$ cat src/hdl/fsm_pkg.sv
package fsm_pkg;
   // ********************************************
   // Sizes and counts
   // ********************************************
   localparam int SAMPLE_DIV = 64;
   localparam int SAMPLE_HALF = SAMPLE_DIV / 2;
   localparam int HALF_W = 5;
   localparam int FREQ_W = 3;
   localparam int FLAG_BIT = 7;
   localparam int STARTUP_CYCLES = 1024;
   localparam logic [FREQ_W-1:0] FREQ_RESET = 3'h0;
   localparam logic [7:0] FLAGS_RESET = 8'h00;

   // ********************************************
   // Device clock source selection and monitor states
   // ********************************************
   typedef enum logic [1:0] {FSM_SRC_INTERNAL, FSM_SRC_PRIMARY, FSM_SRC_SECONDARY} fsm_src_e;
   typedef enum logic [1:0] {FSM_ST_STARTUP, FSM_ST_RUN, FSM_ST_FAILSAFE} fsm_state_e;
endpackage : fsm_pkg

$ cat src/hdl/fsm_monitor.sv
`timescale 1ns/1ps
// What this block does
// RULE_01 - Monitor works only when enable bit set; low oscillator then always runs.
// RULE_02 - Sample clock is low oscillator divided by sixty-four.
// RULE_03 - Activity latch set by device clock fall, cleared by sample clock rise.
// RULE_04 - Latch still clear at sample clock fall means clock failed.
// RULE_05 - Failure sets oscillator-fail flag, bit seven of flag register two.
// RULE_06 - Failure switches to internal oscillator; control register keeps old source.
// RULE_07 - Each fail-safe event clears watchdog count and postscaler.
// RULE_08 - Only primary and secondary sources are monitored.
// RULE_09 - Watchdog off does not stop low oscillator while monitor enabled.
// RULE_10 - Internal frequency after failover comes from three-bit select field.
// RULE_11 - Fail-safe ends only on reset or power-managed mode entry.
// RULE_12 - After reset run internal clock until primary clock is ready.
// RULE_13 - Primary ready: switch to it and set primary running status.
// RULE_14 - After switching back to primary, monitoring resumes.
// RULE_15 - Primary never ready: stay internal; control register keeps reset value. Code still switches to config_src on pm_mode_enter.
// RULE_16 - Switch to internal oscillator is glitch-free.
module fsm_monitor #(
   parameter int STARTUP_CNT = fsm_pkg::STARTUP_CYCLES
) (
   input wire logic clk_sys,
   input wire logic rstn,
   input wire logic monitor_enable_config_bit,
   input wire logic watchdog_enable,
   input wire logic internal_low_osc,
   input wire logic device_clk_mon,
   input wire fsm_pkg::fsm_src_e config_src,
   input wire logic [fsm_pkg::FREQ_W-1:0] internal_freq_select,
   input wire logic primary_ready,
   input wire logic pm_mode_enter,
   input wire logic osc_fail_flag_clear,
   output logic low_osc_run,
   output logic osc_fail_flag,
   output logic [7:0] peripheral_irq_flags_two,
   output fsm_pkg::fsm_src_e clk_src_sel,
   output logic [fsm_pkg::FREQ_W-1:0] internal_freq_out,
   output logic primary_clock_running,
   output logic fail_safe_active,
   output logic watchdog_clear,
   output logic switch_pulse
);
   import fsm_pkg::*;

   // ********************************************
   // State
   // ********************************************
   typedef struct packed {
      logic [1:0] osc_sync;
      logic [1:0] dev_sync;
      logic osc_prev;
      logic dev_prev;
      logic [HALF_W-1:0] div_cnt;
      logic sample_clk;
      logic activity;
      fsm_state_e state;
      logic [15:0] start_cnt;
      logic flag;
      fsm_src_e src;
      logic [FREQ_W-1:0] freq;
      logic running;
      logic wd_clr;
      logic sw;
   } fsm_state_s;

   fsm_state_s q, d;
   // Kept apart from the state struct: it runs on the raw reset, the struct on its copy
   logic [1:0] rst_sync_q;
   logic rst_n_int;
   logic osc_rise;
   logic dev_fall;
   logic sample_rise;
   logic sample_fall;
   logic monitored;
   logic failed;

   // ********************************************
   // Reset release
   // ********************************************
   always_ff @(posedge clk_sys or negedge rstn) begin
      if (!rstn) begin
         rst_sync_q <= 2'h0;
      end else begin
         rst_sync_q <= {rst_sync_q[0], 1'b1};
      end
   end
   assign rst_n_int = rst_sync_q[1];

   // ********************************************
   // Next state
   // ********************************************
   always_comb begin
      d = q;
      d.osc_sync = {q.osc_sync[0], internal_low_osc};
      d.dev_sync = {q.dev_sync[0], device_clk_mon};
      d.osc_prev = q.osc_sync[1];
      d.dev_prev = q.dev_sync[1];
      d.wd_clr = 1'b0;
      d.sw = 1'b0;
      osc_rise = q.osc_sync[1] & ~q.osc_prev;
      dev_fall = q.dev_prev & ~q.dev_sync[1];
      sample_rise = 1'b0;
      sample_fall = 1'b0;
      // Toggle every 32 oscillator edges gives a divide by 64
      if (osc_rise) begin
         if (q.div_cnt == HALF_W'(SAMPLE_HALF - 1)) begin // [RULE_02]
            d.div_cnt = '0;
            d.sample_clk = ~q.sample_clk;
            sample_rise = ~q.sample_clk;
            sample_fall = q.sample_clk;
         end else begin
            d.div_cnt = q.div_cnt + HALF_W'(1);
         end
      end
      // Only external sources are watched; internal failure goes unseen
      monitored = monitor_enable_config_bit && q.state == FSM_ST_RUN
                  && q.src != FSM_SRC_INTERNAL; // [RULE_01] [RULE_08] [RULE_14]
      // Clear first so a device edge in the same cycle still marks activity
      if (sample_rise) begin
         d.activity = 1'b0; // [RULE_03]
      end
      if (dev_fall) begin
         d.activity = 1'b1; // [RULE_03]
      end
      // An empty latch at the check means no device edge since the sample rise
      failed = monitored && sample_fall && !(q.activity | dev_fall); // [RULE_04]
      if (osc_fail_flag_clear) begin
         d.flag = 1'b0;
      end
      if (failed) begin
         d.flag = 1'b1; // [RULE_05]
      end
      d.freq = internal_freq_select; // [RULE_10]
      unique case (q.state)
         FSM_ST_STARTUP: begin
            if (q.start_cnt != '0) begin
               d.start_cnt = q.start_cnt - 16'(1);
            end else if (primary_ready) begin
               d.state = FSM_ST_RUN; // [RULE_12]
               d.src = config_src;
               d.running = (config_src == FSM_SRC_PRIMARY); // [RULE_13]
               d.sw = 1'b1;
               d.activity = 1'b1;
            end
            // Never ready: stay internal with reset status unless pm_mode_enter switches to config_src [RULE_15]
            if (pm_mode_enter) begin
               d.state = FSM_ST_RUN;
               d.src = config_src;
               d.activity = 1'b1;
               d.sw = 1'b1;
            end
         end
         FSM_ST_RUN: begin
            if (failed) begin
               d.state = FSM_ST_FAILSAFE; // [RULE_06]
               d.wd_clr = 1'b1; // [RULE_07]
               d.sw = 1'b1;
            end
         end
         FSM_ST_FAILSAFE: begin
            if (pm_mode_enter) begin
               d.state = FSM_ST_RUN; // [RULE_11]
               d.src = config_src;
               d.running = (config_src == FSM_SRC_PRIMARY);
               d.activity = 1'b1;
               d.sw = 1'b1;
            end
         end
         default: begin
            d.state = FSM_ST_STARTUP;
         end
      endcase
   end

   // ********************************************
   // Registers
   // ********************************************
   always_ff @(posedge clk_sys or negedge rst_n_int) begin
      if (!rst_n_int) begin
         q.osc_sync <= 2'h0;
         q.dev_sync <= 2'h0;
         q.osc_prev <= 1'b0;
         q.dev_prev <= 1'b0;
         q.div_cnt <= '0;
         q.sample_clk <= 1'b0;
         q.activity <= 1'b1;
         q.state <= FSM_ST_STARTUP;
         q.start_cnt <= 16'(STARTUP_CNT);
         q.flag <= 1'b0;
         q.src <= FSM_SRC_INTERNAL;
         q.freq <= FREQ_RESET;
         q.running <= 1'b0;
         q.wd_clr <= 1'b0;
         q.sw <= 1'b0;
      end else begin
         q.osc_sync <= d.osc_sync;
         q.dev_sync <= d.dev_sync;
         q.osc_prev <= d.osc_prev;
         q.dev_prev <= d.dev_prev;
         q.div_cnt <= d.div_cnt;
         q.sample_clk <= d.sample_clk;
         q.activity <= d.activity;
         q.state <= d.state;
         q.start_cnt <= d.start_cnt;
         q.flag <= d.flag;
         q.src <= d.src;
         q.freq <= d.freq;
         q.running <= d.running;
         q.wd_clr <= d.wd_clr;
         q.sw <= d.sw;
      end
   end

   // ********************************************
   // Outputs
   // ********************************************
   // Oscillator held on by the monitor regardless of the watchdog
   assign low_osc_run = monitor_enable_config_bit | watchdog_enable; // [RULE_01] [RULE_09]
   assign osc_fail_flag = q.flag;
   assign peripheral_irq_flags_two = FLAGS_RESET | (8'(q.flag) << FLAG_BIT); // [RULE_05]
   // Actual source goes internal in fail-safe; the status copy stays stale
   assign clk_src_sel = (q.state == FSM_ST_RUN) ? q.src : FSM_SRC_INTERNAL; // [RULE_06]
   assign internal_freq_out = q.freq;
   assign primary_clock_running = q.running; // [RULE_06]
   assign fail_safe_active = (q.state == FSM_ST_FAILSAFE);
   assign watchdog_clear = q.wd_clr; // [RULE_07]
   // Registered switch pulse; the glitch-free mux itself must park low between sources
   assign switch_pulse = q.sw; // [RULE_16]
endmodule : fsm_monitor

$ cat config.mk
export PLATFORM = sky130hd
export DESIGN_NAME = fsm_monitor
export DESIGN_NICKNAME = d
export VERILOG_FILES = /design/src/hdl/fsm_pkg.sv /design/src/hdl/fsm_monitor.sv
export SDC_FILE = /design/constraint.sdc
export NUM_CORES = 1
export LEC_CHECK = 0
export BUFFER_PORTS_ARGS = -buffer_cell sky130_fd_sc_hd__buf_2
export CAP_MARGIN = 5
export CORE_ASPECT_RATIO = 1.4
export CORE_UTILIZATION = 35
export DETAILED_ROUTE_END_ITERATION = 8
export GPL_TIMING_DRIVEN = 0
export PLACE_DENSITY_LB_ADDON = 0.12
export SYNTH_ARGS = -nofsm -noshare
export SYNTH_HDL_FRONTEND = slang
export SYNTH_SLANG_ARGS = --single-unit
$ cat constraint.sdc
create_clock -name clk_sys -period 2.4 [get_ports clk_sys]
set_input_delay 0.12 -clock clk_sys [delete_from_list [all_inputs] [get_ports clk_sys]]
set_output_delay 0.12 -clock clk_sys [all_outputs]
set_load 0.05 [all_outputs]
Word level (Yosys, flattened, before mapping)
Cells that the tools add are included.

Register bits after elaboration: 42. Input bits: 14. Output and inout bits: 19. Word-level logic and storage cells: 83.

Add/subtract/negate cells: 2. Equality and inequality tests: 10. Multiplexer cells: 33. Bitwise logic cells: 7. Reduce and logical (&&, ||, !) cells: 15.

Operator list (number): 1-bit 2-to-1 mux (16); 16-bit nonzero test (1); 16-bit by 1-bit subtractor with 16-bit output (second input constant) (1); 2-bit 2-to-1 mux (7); 3-bit 2-to-1 mux (4); 4-bit AND reduction (3); 2-bit inequality test (second input constant) (4); 3-bit inequality test (second input constant) (2); 2-bit case mux with 3 select lines (1); 2-bit nonzero test (3); 5-bit by 1-bit adder with 5-bit output (second input constant) (1); 5-bit equality test (second input constant) (1); 5-bit 2-to-1 mux (1); 2-bit by 1-bit equality test with 1-bit output (second input constant) (2); 1-bit logical AND (4); 1-bit case mux with 2 select lines (2); 2-bit case mux with 2 select lines (1); 2-bit AND reduction (2); 1-bit NOT (3); 1-bit case mux with 3 select lines (1); 1-bit bitwise AND (2); 2-bit equality test (second input constant) (1); 2-bit zero test (1); 1-bit bitwise OR (2); 1-bit zero test (1).

Depth between registers and ports, before layout
Gate-level depths: netlist of the first run.

Word-level depth: 9. Depth in mapped cells: 7.

Least setup slack after synthesis of the first run
Ideal clock, no wire load.

Path kind: register -> register. Start: reg q[29] (netlist name). End: reg q[25] (netlist name). Setup time: 0.143 ns. Arrival time: 1.662 ns. Slack: 0.595 ns. Cell stages (with the launch flop): 8. Path through: dfrtp_1 -> ha_1 -> and3_1 -> ha_1 -> nand2_1 -> or4_1 -> inv_1 -> o31ai_1.

Longest elaborated chain between the ends: 7.

Ends and longest elaborated chain: from (decl) (line fsm_monitor.sv:66) `fsm_state_s q, d;`; 5-bit equality test (line fsm_monitor.sv:106) `if (q.div_cnt == HALF_W'(SAMPLE_HALF - 1)) begin`; 1-bit 2-to-1 mux (line fsm_monitor.sv:106); 1-bit 2-to-1 mux (line fsm_monitor.sv:105) `if (osc_rise) begin`; 1-bit logical AND (2 in a row) (line fsm_monitor.sv:126) `failed = monitored && sample_fall && !(q.activity | dev_fall);`; 2-bit inequality test (no line); 4-bit AND reduction (no line).

Every way passes these cells. A chain may end at the register's enable or synchronous reset.

Final worst setup path of the first run
Same ends and word-level chain as after synthesis.

==> flow_metrics.env, run 1 <==
export IMPL_highest_layer="met4"
export IMPL_postRouteWirelength_um=3175
export IMPL_netlist_area_um2=1859
export IMPL_ys_ff_latch=42
export IMPL_place_gp_congestion=0.7370
export IMPL_ys_seq_area_frac=0.5666
export IMPL_antenna_found_initial=0
export IMPL_grt_pass1_wl_um=5457
export IMPL_root_buffer="clkbuf_8"
export IMPL_cts_buffers=5
export IMPL_reg2regPathDepth=7
export IMPL_wl_met1_um=1293
export IMPL_cp_max_fo=5
export IMPL_area_growth_pct=21.60
export IMPL_finalPower_mw=2.261
export IMPL_die_area_um2=5612
export IMPL_ys_types=35
export IMPL_cap_violations=0
export IMPL_cts_tree="done"
export IMPL_gr_total_overflow=0
export IMPL_p_int_mw=1.478
export IMPL_avgSynthCellArea_um2=11.20
export IMPL_setup_viol=0
export IMPL_portBuffers=25
export IMPL_grt_max_degree=41
export IMPL_fin_crit_ns=2.010
export IMPL_yosysTopAreaCellShare=0.5384
export IMPL_wl_met2_um=1681
export IMPL_async_flop_share=1.000
export IMPL_ys_flop_type="dfrtp_1"
export IMPL_irDropWorstVdd_v=0.0005328
export IMPL_rows=31
export IMPL_arrival_ns=2.16
export IMPL_power_share_sequential=0.486
export IMPL_worst_slew_pin_slew_ns=0.8354
export IMPL_synthTopCellsByCount="dfrtp_1, nand2_1, buf_4"
export IMPL_relSlewSlack=0.4431
export IMPL_clk_latency_ns=0.29
export IMPL_drc_errors=0
export IMPL_power_share_switching=0.3463
export IMPL_start_kind="flop"
export IMPL_combinationalPowerShare=0.274
export IMPL_reg2reg_slack_ns=0.39
export IMPL_rsz0062_at_grt="no"
export IMPL_hold_path_endpoint="osc_fail_flag"
export IMPL_wl_per_cell_um=11.46
export IMPL_power_frac_clock=0.240
export IMPL_firstDrtPassIters=4
export IMPL_drtAntennaViolNets=0
export IMPL_leakagePower_nw=1.121
export IMPL_fin_cells=277
export IMPL_timing_fmax_mhz=497.6
export IMPL_pin_count=33
export IMPL_core_area_um2=5159
export IMPL_rr_endpoint="q[25]"
export IMPL_fin_crit_sh=0.8373
export IMPL_path_clk_slew_ns=0.08
export IMPL_max_stage_delay_ns=0.60
export IMPL_cts_max_level=2
export IMPL_critPathCaptureType="flop"
export IMPL_slew_viol_final=0
export IMPL_critical_path_slowest_cell="or4_1"
export IMPL_p_switching_mw=0.7830
export IMPL_clock_path_buffers=2
export IMPL_holdPathStages=2
export IMPL_utilization=0.4383
export IMPL_synth_most_common_cell="dfrtp_1"
export IMPL_drive_gt1_frac=0.2701
export IMPL_die_h_um=88.24
export IMPL_hp_class="input port to flop"
export IMPL_timing_critical_path_mode_cell="ha_1"
export IMPL_clock_skew_ns=0.008684
export IMPL_diodes=0
export IMPL_yosys_top_cells_area="dfrtp_1, xor2_1, buf_4, nand2_1, dfstp_2"
export IMPL_syn_inst=166
export IMPL_grt_pass1_vias=1272
export IMPL_dp_hpwl_um=2336
export IMPL_path_class="flop to flop"
export IMPL_track_usage=0.1264
export IMPL_yosysWarnings=0
export IMPL_wl_met3_um=141
export IMPL_outcome="finished clean"
export IMPL_setup_tns_ns=0
export IMPL_cts_sinks=42
export IMPL_die_x_um=63.60
export IMPL_dp_cells=263
export IMPL_nets=228
export IMPL_drtIter0Drc=54
export IMPL_synth_edf_count=0
export IMPL_synth_area_leader_cell="dfrtp_1"
export IMPL_r2r_start="q[29]"
export IMPL_dr_total_vias=1296
export IMPL_crit_chain="ha_1 > and3_1 > ha_1 > nand2_1 > or4_1 > inv_1 > o31ai_1"
export IMPL_finalHoldViolations=0
export IMPL_vias_per_cell=4.679
export IMPL_hold_start="osc_fail_flag_clear"
export IMPL_hold_slack_ns=0.01482
export IMPL_required_ns=2.55
export IMPL_post_cts_setup_buffers=0
export IMPL_start_util=0.3604
export IMPL_p_per_area_nw_per_um2=1000
## timing repair
action / 4_1_cts / 5_1_grt
hold endpoints to repair: 7 / 0
gates resized for setup: 0 / 0
setup endpoints to repair: 0 / 0
hold buffers: 6 / 0
## worst max-delay path by stage
stage          cells past startpoint     to  start  slack, ns
2_1_floorplan                      7  q[25]  q[29]       0.59
3_3_place_gp                       7  q[25]  q[29]       0.42
3_5_place_dp                       7  q[25]  q[29]       0.37
4_1_cts                            7  q[25]  q[29]       0.36
5_1_grt                            7  q[25]  q[29]       0.22
6_report                           7  q[25]  q[29]       0.39
## worst max-delay path, delay by kind of cell (launching register included)
kind                       cells  cell delay [ns]
adders and majority gates      2             0.40
buffers and inverters          1             0.11
and+or+nand+nor                3             0.89
AOI/OAI and AO/OA              1             0.07
DFF                            1             0.40
## layer usage
layer,global-route usage,up-vias
met5,0,-
li1,-,640
met4,0.05579,0
met2,0.2331,31
met1,0.1348,619
met3,0.03351,6
## power by group through the flow
stage	combinational, mW	clock [mW]	sequential [mW]
2_1_floorplan	0.508	0	1.07
3_3_place_gp	0.600	0	1.09
3_5_place_dp	0.616	0	1.11
4_1_cts	0.629	0.566	1.10
5_1_grt	0.690	0.592	1.13
6_report	0.620	0.542	1.10
## layout by cell type (no fill, tap or decap), types with 3 or more instances in the layout
cell type      count
buf_2             25
buf_4             11
clkbuf_8           5
conb_1             8
dfrtp_1           39
dlygate4sd3_1      6
ha_1               4
inv_1              7
mux2_2             3
nand2_1           19
nand2b_1           5
nand3_1            4
nor2_1             5
nor2b_1            3
nor3_1             8
nor4_1             4
o21ai_0           10
o21ai_1            3
o31ai_1            3
xor2_1            10
## layout make-up
cell class,count,area [um2]
Clock buffer,6,72.57
Multi-Input combinational cell,112,719.4
Clock inverter,2,37.54
Timing Repair Buffer,31,185.2
Buffer,11,82.58
Tap cell,66,82.58
Inverter,7,26.28
Fill cell,513,2898
Sequential cell,42,1055
## logic make-up (layout without fill, tap and decap cells)
logic type      after synthesis  in the layout  share of synthesized area
compound gates               20             20                    0.06326
xor+xnor                     12             12                    0.05653
fa+ha+maj                     4              4                    0.02692
buf+inv                      18             57                    0.05855
flops                        42             42                     0.5666
mux                           4              4                    0.02355
other cells                   2              8                   0.004039
simple gates                 64             64                     0.2005
## metrics by stage
stage | setup slack [ns] | area [um2]
after global routing | 0.2207 | 2261
after CTS | 0.3609 | 2261
after global placement | 0.4205 | 2090
after floorplan | 0.5947 | 1882
after detailed placement | 0.3730 | 2091
final | 0.3905 | 2261
## sequential cells by signal, summed over array words and instances (netlist names)
name                   count
watchdog_clear             1
q                         29
switch_pulse               1
osc_fail_flag              1
d                          4
rst_sync_q                 2
primary_clock_running      1
internal_freq_out          3
Power figures use the tool's default switching activity.
==> inputs of run 2 (changes only) <==
ABC_AREA = 1   (was default)
clock period = 2.1 ns   (was 2.4 ns; I/O delays follow)
==> run 2 against run 1 <==
  * Clock power up 3%
  * Setup slack improved by 0.10 ns
  * Largest cell class unchanged
  * First-iteration DRC count down 13%
  * Worst hold slack better by 0.0019 ns
  * Cell area grew 15%
  * Synthesized area increased by 18%
  * Power decreased by 15%
  * Critical endpoint unchanged
  * Synthesized cell count rose by 68%
  * Utilization barely moved
  * Critical path depth rose by 2
==> flow_metrics.env, run 2 <==
export IMPL_root_buffer="clkbuf_8"
export IMPL_drive_gt1_frac=0.2055
export IMPL_synth_edf_count=0
export IMPL_antenna_found_initial=0
export IMPL_area_growth_pct=19.28
export IMPL_drc_errors=0
export IMPL_max_stage_delay_ns=0.39
export IMPL_hp_class="input port to flop"
export IMPL_final_common_cell="nand2_1"
export IMPL_yosys_top_cells_area="dfrtp_1, nand2_1, nor2_1, inv_1, buf_4"
export IMPL_rows=33
export IMPL_leakagePower_nw=1.525
export IMPL_timing_fmax_mhz=621.1
export IMPL_crit_chain="ha_1 > nand2_1 > nor2_1 > ha_1 > nand2_1 > nor3_1 > nand2_1 > nand2_1 > nand2_1"
export IMPL_cts_tree="done"
export IMPL_syn_inst=279
export IMPL_async_flop_share=1.000
export IMPL_dp_hpwl_um=3069
export IMPL_core_area_um2=5946
export IMPL_path_class="flop to flop"
export IMPL_cts_sinks=42
export IMPL_pin_count=33
export IMPL_grt_pass1_vias=1696
export IMPL_irDropWorstVdd_v=0.0002609
export IMPL_dp_cells=381
export IMPL_required_ns=2.29
export IMPL_ys_seq_area_frac=0.4817
export IMPL_clk_latency_ns=0.30
export IMPL_postRouteWirelength_um=4053
export IMPL_die_area_um2=6574
export IMPL_cts_resized=0
export IMPL_arrival_ns=1.80
export IMPL_cts_buffers=5
export IMPL_fillers=633
export IMPL_reg2regPathDepth=9
export IMPL_grt_max_degree=30
export IMPL_ys_flop_type="dfrtp_1"
export IMPL_track_usage=0.1507
export IMPL_nets=343
export IMPL_die_h_um=95.54
export IMPL_cp_max_fo=5
export IMPL_netlist_area_um2=2187
export IMPL_critPathCaptureType="flop"
export IMPL_firstDrtPassIters=4
export IMPL_place_gp_congestion=0.7849
export IMPL_ys_ff_latch=42
export IMPL_cts_max_level=2
export IMPL_start_kind="flop"
export IMPL_outcome="finished clean"
export IMPL_grt_pass1_wl_um=7265
export IMPL_p_per_area_nw_per_um2=738.2
export IMPL_diodes=0
export IMPL_drtAntennaViolNets=0
export IMPL_setup_viol=0
export IMPL_synthTopCellsByCount="nand2_1, dfrtp_1, nor2_1"
export IMPL_avgSynthCellArea_um2=7.839
export IMPL_die_x_um=68.81
export IMPL_cap_violations=0
export IMPL_layout_common_cells="nand2_1, dfrtp_1, nor2_1"
export IMPL_start_util=0.3678
export IMPL_synth_area_leader_cell="dfrtp_1"
export IMPL_ys_types=26
export IMPL_critical_path_slowest_cell="dfrtp_1"
export IMPL_largest_register_ffs=29
export IMPL_synth_most_common_cell="nand2_1"
export IMPL_rsz0062_at_grt="no"
export IMPL_wl_per_cell_um=10.23
export IMPL_setup_tns_ns=0
export IMPL_drtIter0Drc=47
export IMPL_fin_cells=396
export IMPL_gr_total_overflow=0
export IMPL_yosysWarnings=0
export IMPL_timing_critical_path_mode_cell="nand2_1"
export IMPL_yosysTopAreaCellShare=0.4577
export IMPL_clock_path_buffers=2
export IMPL_finalPower_mw=1.926
export IMPL_clock_skew_ns=0.005760
export IMPL_fin_crit_ns=1.610
export IMPL_vias_per_cell=4.379
export IMPL_holdPathStages=3
export IMPL_fin_crit_sh=0.7666
export IMPL_regMostFlops="q"
export IMPL_dr_total_vias=1734
export IMPL_portBuffers=25
export IMPL_slew_viol_final=0
export IMPL_path_clk_slew_ns=0.08
export IMPL_finalHoldViolations=0
## run 2: cell type report
class	instances	area (um2)	area share
Timing Repair Buffer	33	215.2	0.08249
Clock buffer	6	82.58	0.03165
Sequential cell	42	1055	0.4043
Buffer	13	105.1	0.04029
Clock inverter	2	12.51	0.004796
Inverter	33	123.9	0.04748
Multi-Input combinational cell	197	927.1	0.3554
Tap cell	70	87.58	0.03357
## run 2: through the flow
stage / utilization / cell area, um2 / hold WS, ns / setup slack (ns)
6_report: 0.4388 / 2609 / 0.01668 / 0.4900
5_1_grt: 0.4388 / 2609 / 0.01587 / 0.2365
4_1_cts: 0.4388 / 2609 / 0.004899 / 0.4664
3_5_place_dp: 0.4110 / 2444 / -0.1057 / 0.4802
3_3_place_gp: 0.4074 / 2422 / -0.1096 / 0.2672
2_1_floorplan: - / 2210 / -0.1906 / 0.5735
## run 2: kinds of logic (layout without fill, tap and decap cells)
logic type,after synthesis,count (layout),share of synthesized area
DFF,42,42,0.4817
and+or+nand+nor,169,169,0.3364
AOI/OAI and AO/OA,10,10,0.02689
other,2,8,0.003434
xor gates and xnor gates,6,6,0.02403
adders and majority gates,4,4,0.02288
buffers and inverters,46,87,0.1047
## run 2: power by group
part	internal (mW)	leakage, nW	switching (mW)	total (mW)
Clock	0.265	0.0472	0.293	0.558
Combinational	0.133	0.944	0.277	0.410
Sequential	0.899	0.534	0.0590	0.958
## run 2: routing by layer
layer  global-route usage  vias to the layer above  routed length [um]
met5                    0                        -                   0
met2               0.2614                       19                2102
met3              0.04306                        6                 111
met4              0.06122                        0                  72
met1               0.1687                      790                1766
li1                     -                      919                   -
## run 2: path summary, 6_finish.rpt
kind	start	end	slack (ns)
hold / removal	config_src[0]	q[6]	0.02
setup / recovery	q[29]	q[25]	0.49
min in group asynchronous	rstn	rst_sync_q[0]	0.11
hold reg to reg	rst_sync_q[1]	q[10]	0.17
max in group asynchronous	rst_sync_q[1]	q[27]	1.41
setup reg to reg	q[29]	q[25]	0.49
## run 2: repair_timing
item / in CTS / in global routing
setup buffers: 0 / 0
hold buffers: 7 / 0
hold endpoints to repair: 8 / 0
## run 2: critical path: cells and delay by family, from the launching register on
| family | cells | cell delay, ns |
|---|---|---|
| fa+ha+maj | 2 | 0.35 |
| flops | 1 | 0.39 |
| simple gates | 7 | 0.77 |
==> inputs of run 3 (changes only) <==
clock period = 1.4 ns   (was 2.1 ns; I/O delays follow)
==> run 3 against run 2 <==
  * The flow now finishes with violations (negative setup slack)
  * First-iteration DRC count decreased by 4.3%
  * Sequential share of layout area is 6.3 points lower
  * Power rose by 68%
  * Via count increased by 7.2%
  * Clock-buffer cell count is 1 lower
  * Clock power rose by 78%
  * Wire length grew 16%
  * Die area unchanged
  * Register-to-register slack got worse by 0.58 ns
  * Largest cell class is now multi-input combinational cells
  * Critical path type unchanged
==> flow_metrics.env, run 3 (synthesis gave the netlist of run 2 again) <==
export IMPL_finalHoldViolations=0
export IMPL_arrival_ns=1.73
export IMPL_wl_per_cell_um=11.04
export IMPL_fin_crit_ns=1.488
export IMPL_grt_max_degree=30
export IMPL_post_place_ws_ns=-0.1967
export IMPL_reg2reg_slack_ns=-0.09
export IMPL_violations="negative setup slack"
export IMPL_setup_viol=11
export IMPL_cts_sinks=42
export IMPL_hp_class="input port to asynchronous set/reset pin"
export IMPL_postRouteWirelength_um=4694
export IMPL_antenna_found_initial=0
export IMPL_regMostFlops="q"
export IMPL_start_util=0.3678
export IMPL_drive_gt1_frac=0.4225
export IMPL_cts_tree="done"
export IMPL_final_cell_area_um2=3109
export IMPL_hold_slack_ns=0.06474
export IMPL_leakagePower_nw=1.731
export IMPL_fin_ws_ns=-0.08761
export IMPL_dp_hpwl_um=3116
export IMPL_multi_input_area_um2=1124
export IMPL_pin_count=33
export IMPL_final_common_cell="nand2_1"
export IMPL_clk_latency_ns=0.30
export IMPL_clock_path_buffers=2
export IMPL_diodes=0
export IMPL_firstDrtPassIters=4
export IMPL_required_ns=1.64
export IMPL_clock_skew_ns=0.008917
export IMPL_cts_buffers=5
export IMPL_grt_pass1_wl_um=7603
export IMPL_core_area_um2=5946
export IMPL_drtAntennaViolNets=0
export IMPL_critPathCaptureType="flop"
export IMPL_nets=372
export IMPL_start_kind="flop"
export IMPL_p_per_area_nw_per_um2=1042
export IMPL_place_gp_congestion=0.7942
export IMPL_fillers=571
export IMPL_layout_common_cells="nand2_1, buf_4, dfrtp_1"
export IMPL_area_growth_pct=42.16
export IMPL_drc_errors=0
export IMPL_grt_pass1_vias=1756
export IMPL_root_buffer="clkbuf_8"
export IMPL_outcome="complete, but fails checks"
export IMPL_track_usage=0.1575
export IMPL_irDropWorstVdd_v=0.0003742
export IMPL_die_h_um=95.54
export IMPL_placedInstanceArea_um2=2446
export IMPL_fin_crit_sh=1.063
export IMPL_vias_per_cell=4.374
export IMPL_path_clk_slew_ns=0.09
export IMPL_timing_fmax_mhz=672.2
export IMPL_cts_max_level=2
export IMPL_portBuffers=25
export IMPL_slew_viol_final=0
export IMPL_cp_max_fo=2
export IMPL_dr_total_vias=1859
export IMPL_rsz0062_at_grt="yes"
export IMPL_gr_total_overflow=0
export IMPL_path_class="flop to flop"
export IMPL_die_area_um2=6574
export IMPL_seqCellArea_um2=1061
export IMPL_cap_violations=0
export IMPL_largest_register_ffs=29
export IMPL_die_x_um=68.81
export IMPL_rows=33
export IMPL_drtIter0Drc=45
-- run 3: repair_timing --
item,CTS,global route
setup buffers,15,9
setup endpoints to repair,24,29
pin swaps,4,21
resized for setup,25,55
gates cloned,1,1
hold endpoints to repair,11,0
hold buffers,10,0
-- run 3: power breakdown --
part           leakage, nW  internal (mW)  switching [mW]  total, mW
clock               0.0585          0.535           0.459      0.994
sequential           0.526           1.35          0.0864       1.43
combinational         1.15          0.330           0.483      0.813
-- run 3: layer usage --
layer / up-vias / GRT usage / part of all wire
li1: 972 / - / -
met1: 862 / 0.1685 / 0.42
met2: 19 / 0.2941 / 0.54
met3: 6 / 0.03230 / 0.023
met4: 0 / 0.05612 / 0.015
met5: - / 0 / 0
-- run 3: critical path: stages, from the launching register on --
cell     delay, ns
dfrtp_1       0.39
ha_2          0.20
nand2_2       0.09
nor2_2        0.04
ha_2          0.20
buf_4         0.13
buf_4         0.12
o21ai_0       0.14
o21a_1        0.14
-- run 3: stage by stage --
step                      instances  power (mW)  TNS, ns    util
after global placement          380       2.052   -19.34  0.4078
final                           425       3.241  -0.2792  0.5229
after detailed placement        381       2.073   -2.737  0.4114
after floorplan                 285       1.932        0       -
after global routing            425       3.427   -1.835  0.5229
after CTS                       415       3.192  -0.1910  0.4800
-- run 3: area by class of cell --
| cell class | count | share of cell area |
|---|---|---|
| Clock buffer | 5 | 0.02213 |
| Timing Repair Buffer | 62 | 0.1537 |
| Sequential cell | 42 | 0.3412 |
| Tap cell | 70 | 0.02817 |
| Multi-Input combinational cell | 197 | 0.3614 |
| Buffer | 13 | 0.03622 |
| Clock inverter | 3 | 0.01408 |
| Inverter | 33 | 0.04306 |
-- run 3: path summary, 6_finish.rpt --
check,cells after the start,endpoint,from
min in group clk_sys,5,watchdog_clear,monitor_enable_config_bit
max in group asynchronous,1,q[27],rst_sync_q[1]
hold reg to reg,0,q[12],rst_sync_q[1]
setup / recovery,8,q[29],q[30]
setup reg to reg,8,q[29],q[30]
hold / removal,2,rst_sync_q[1],rstn
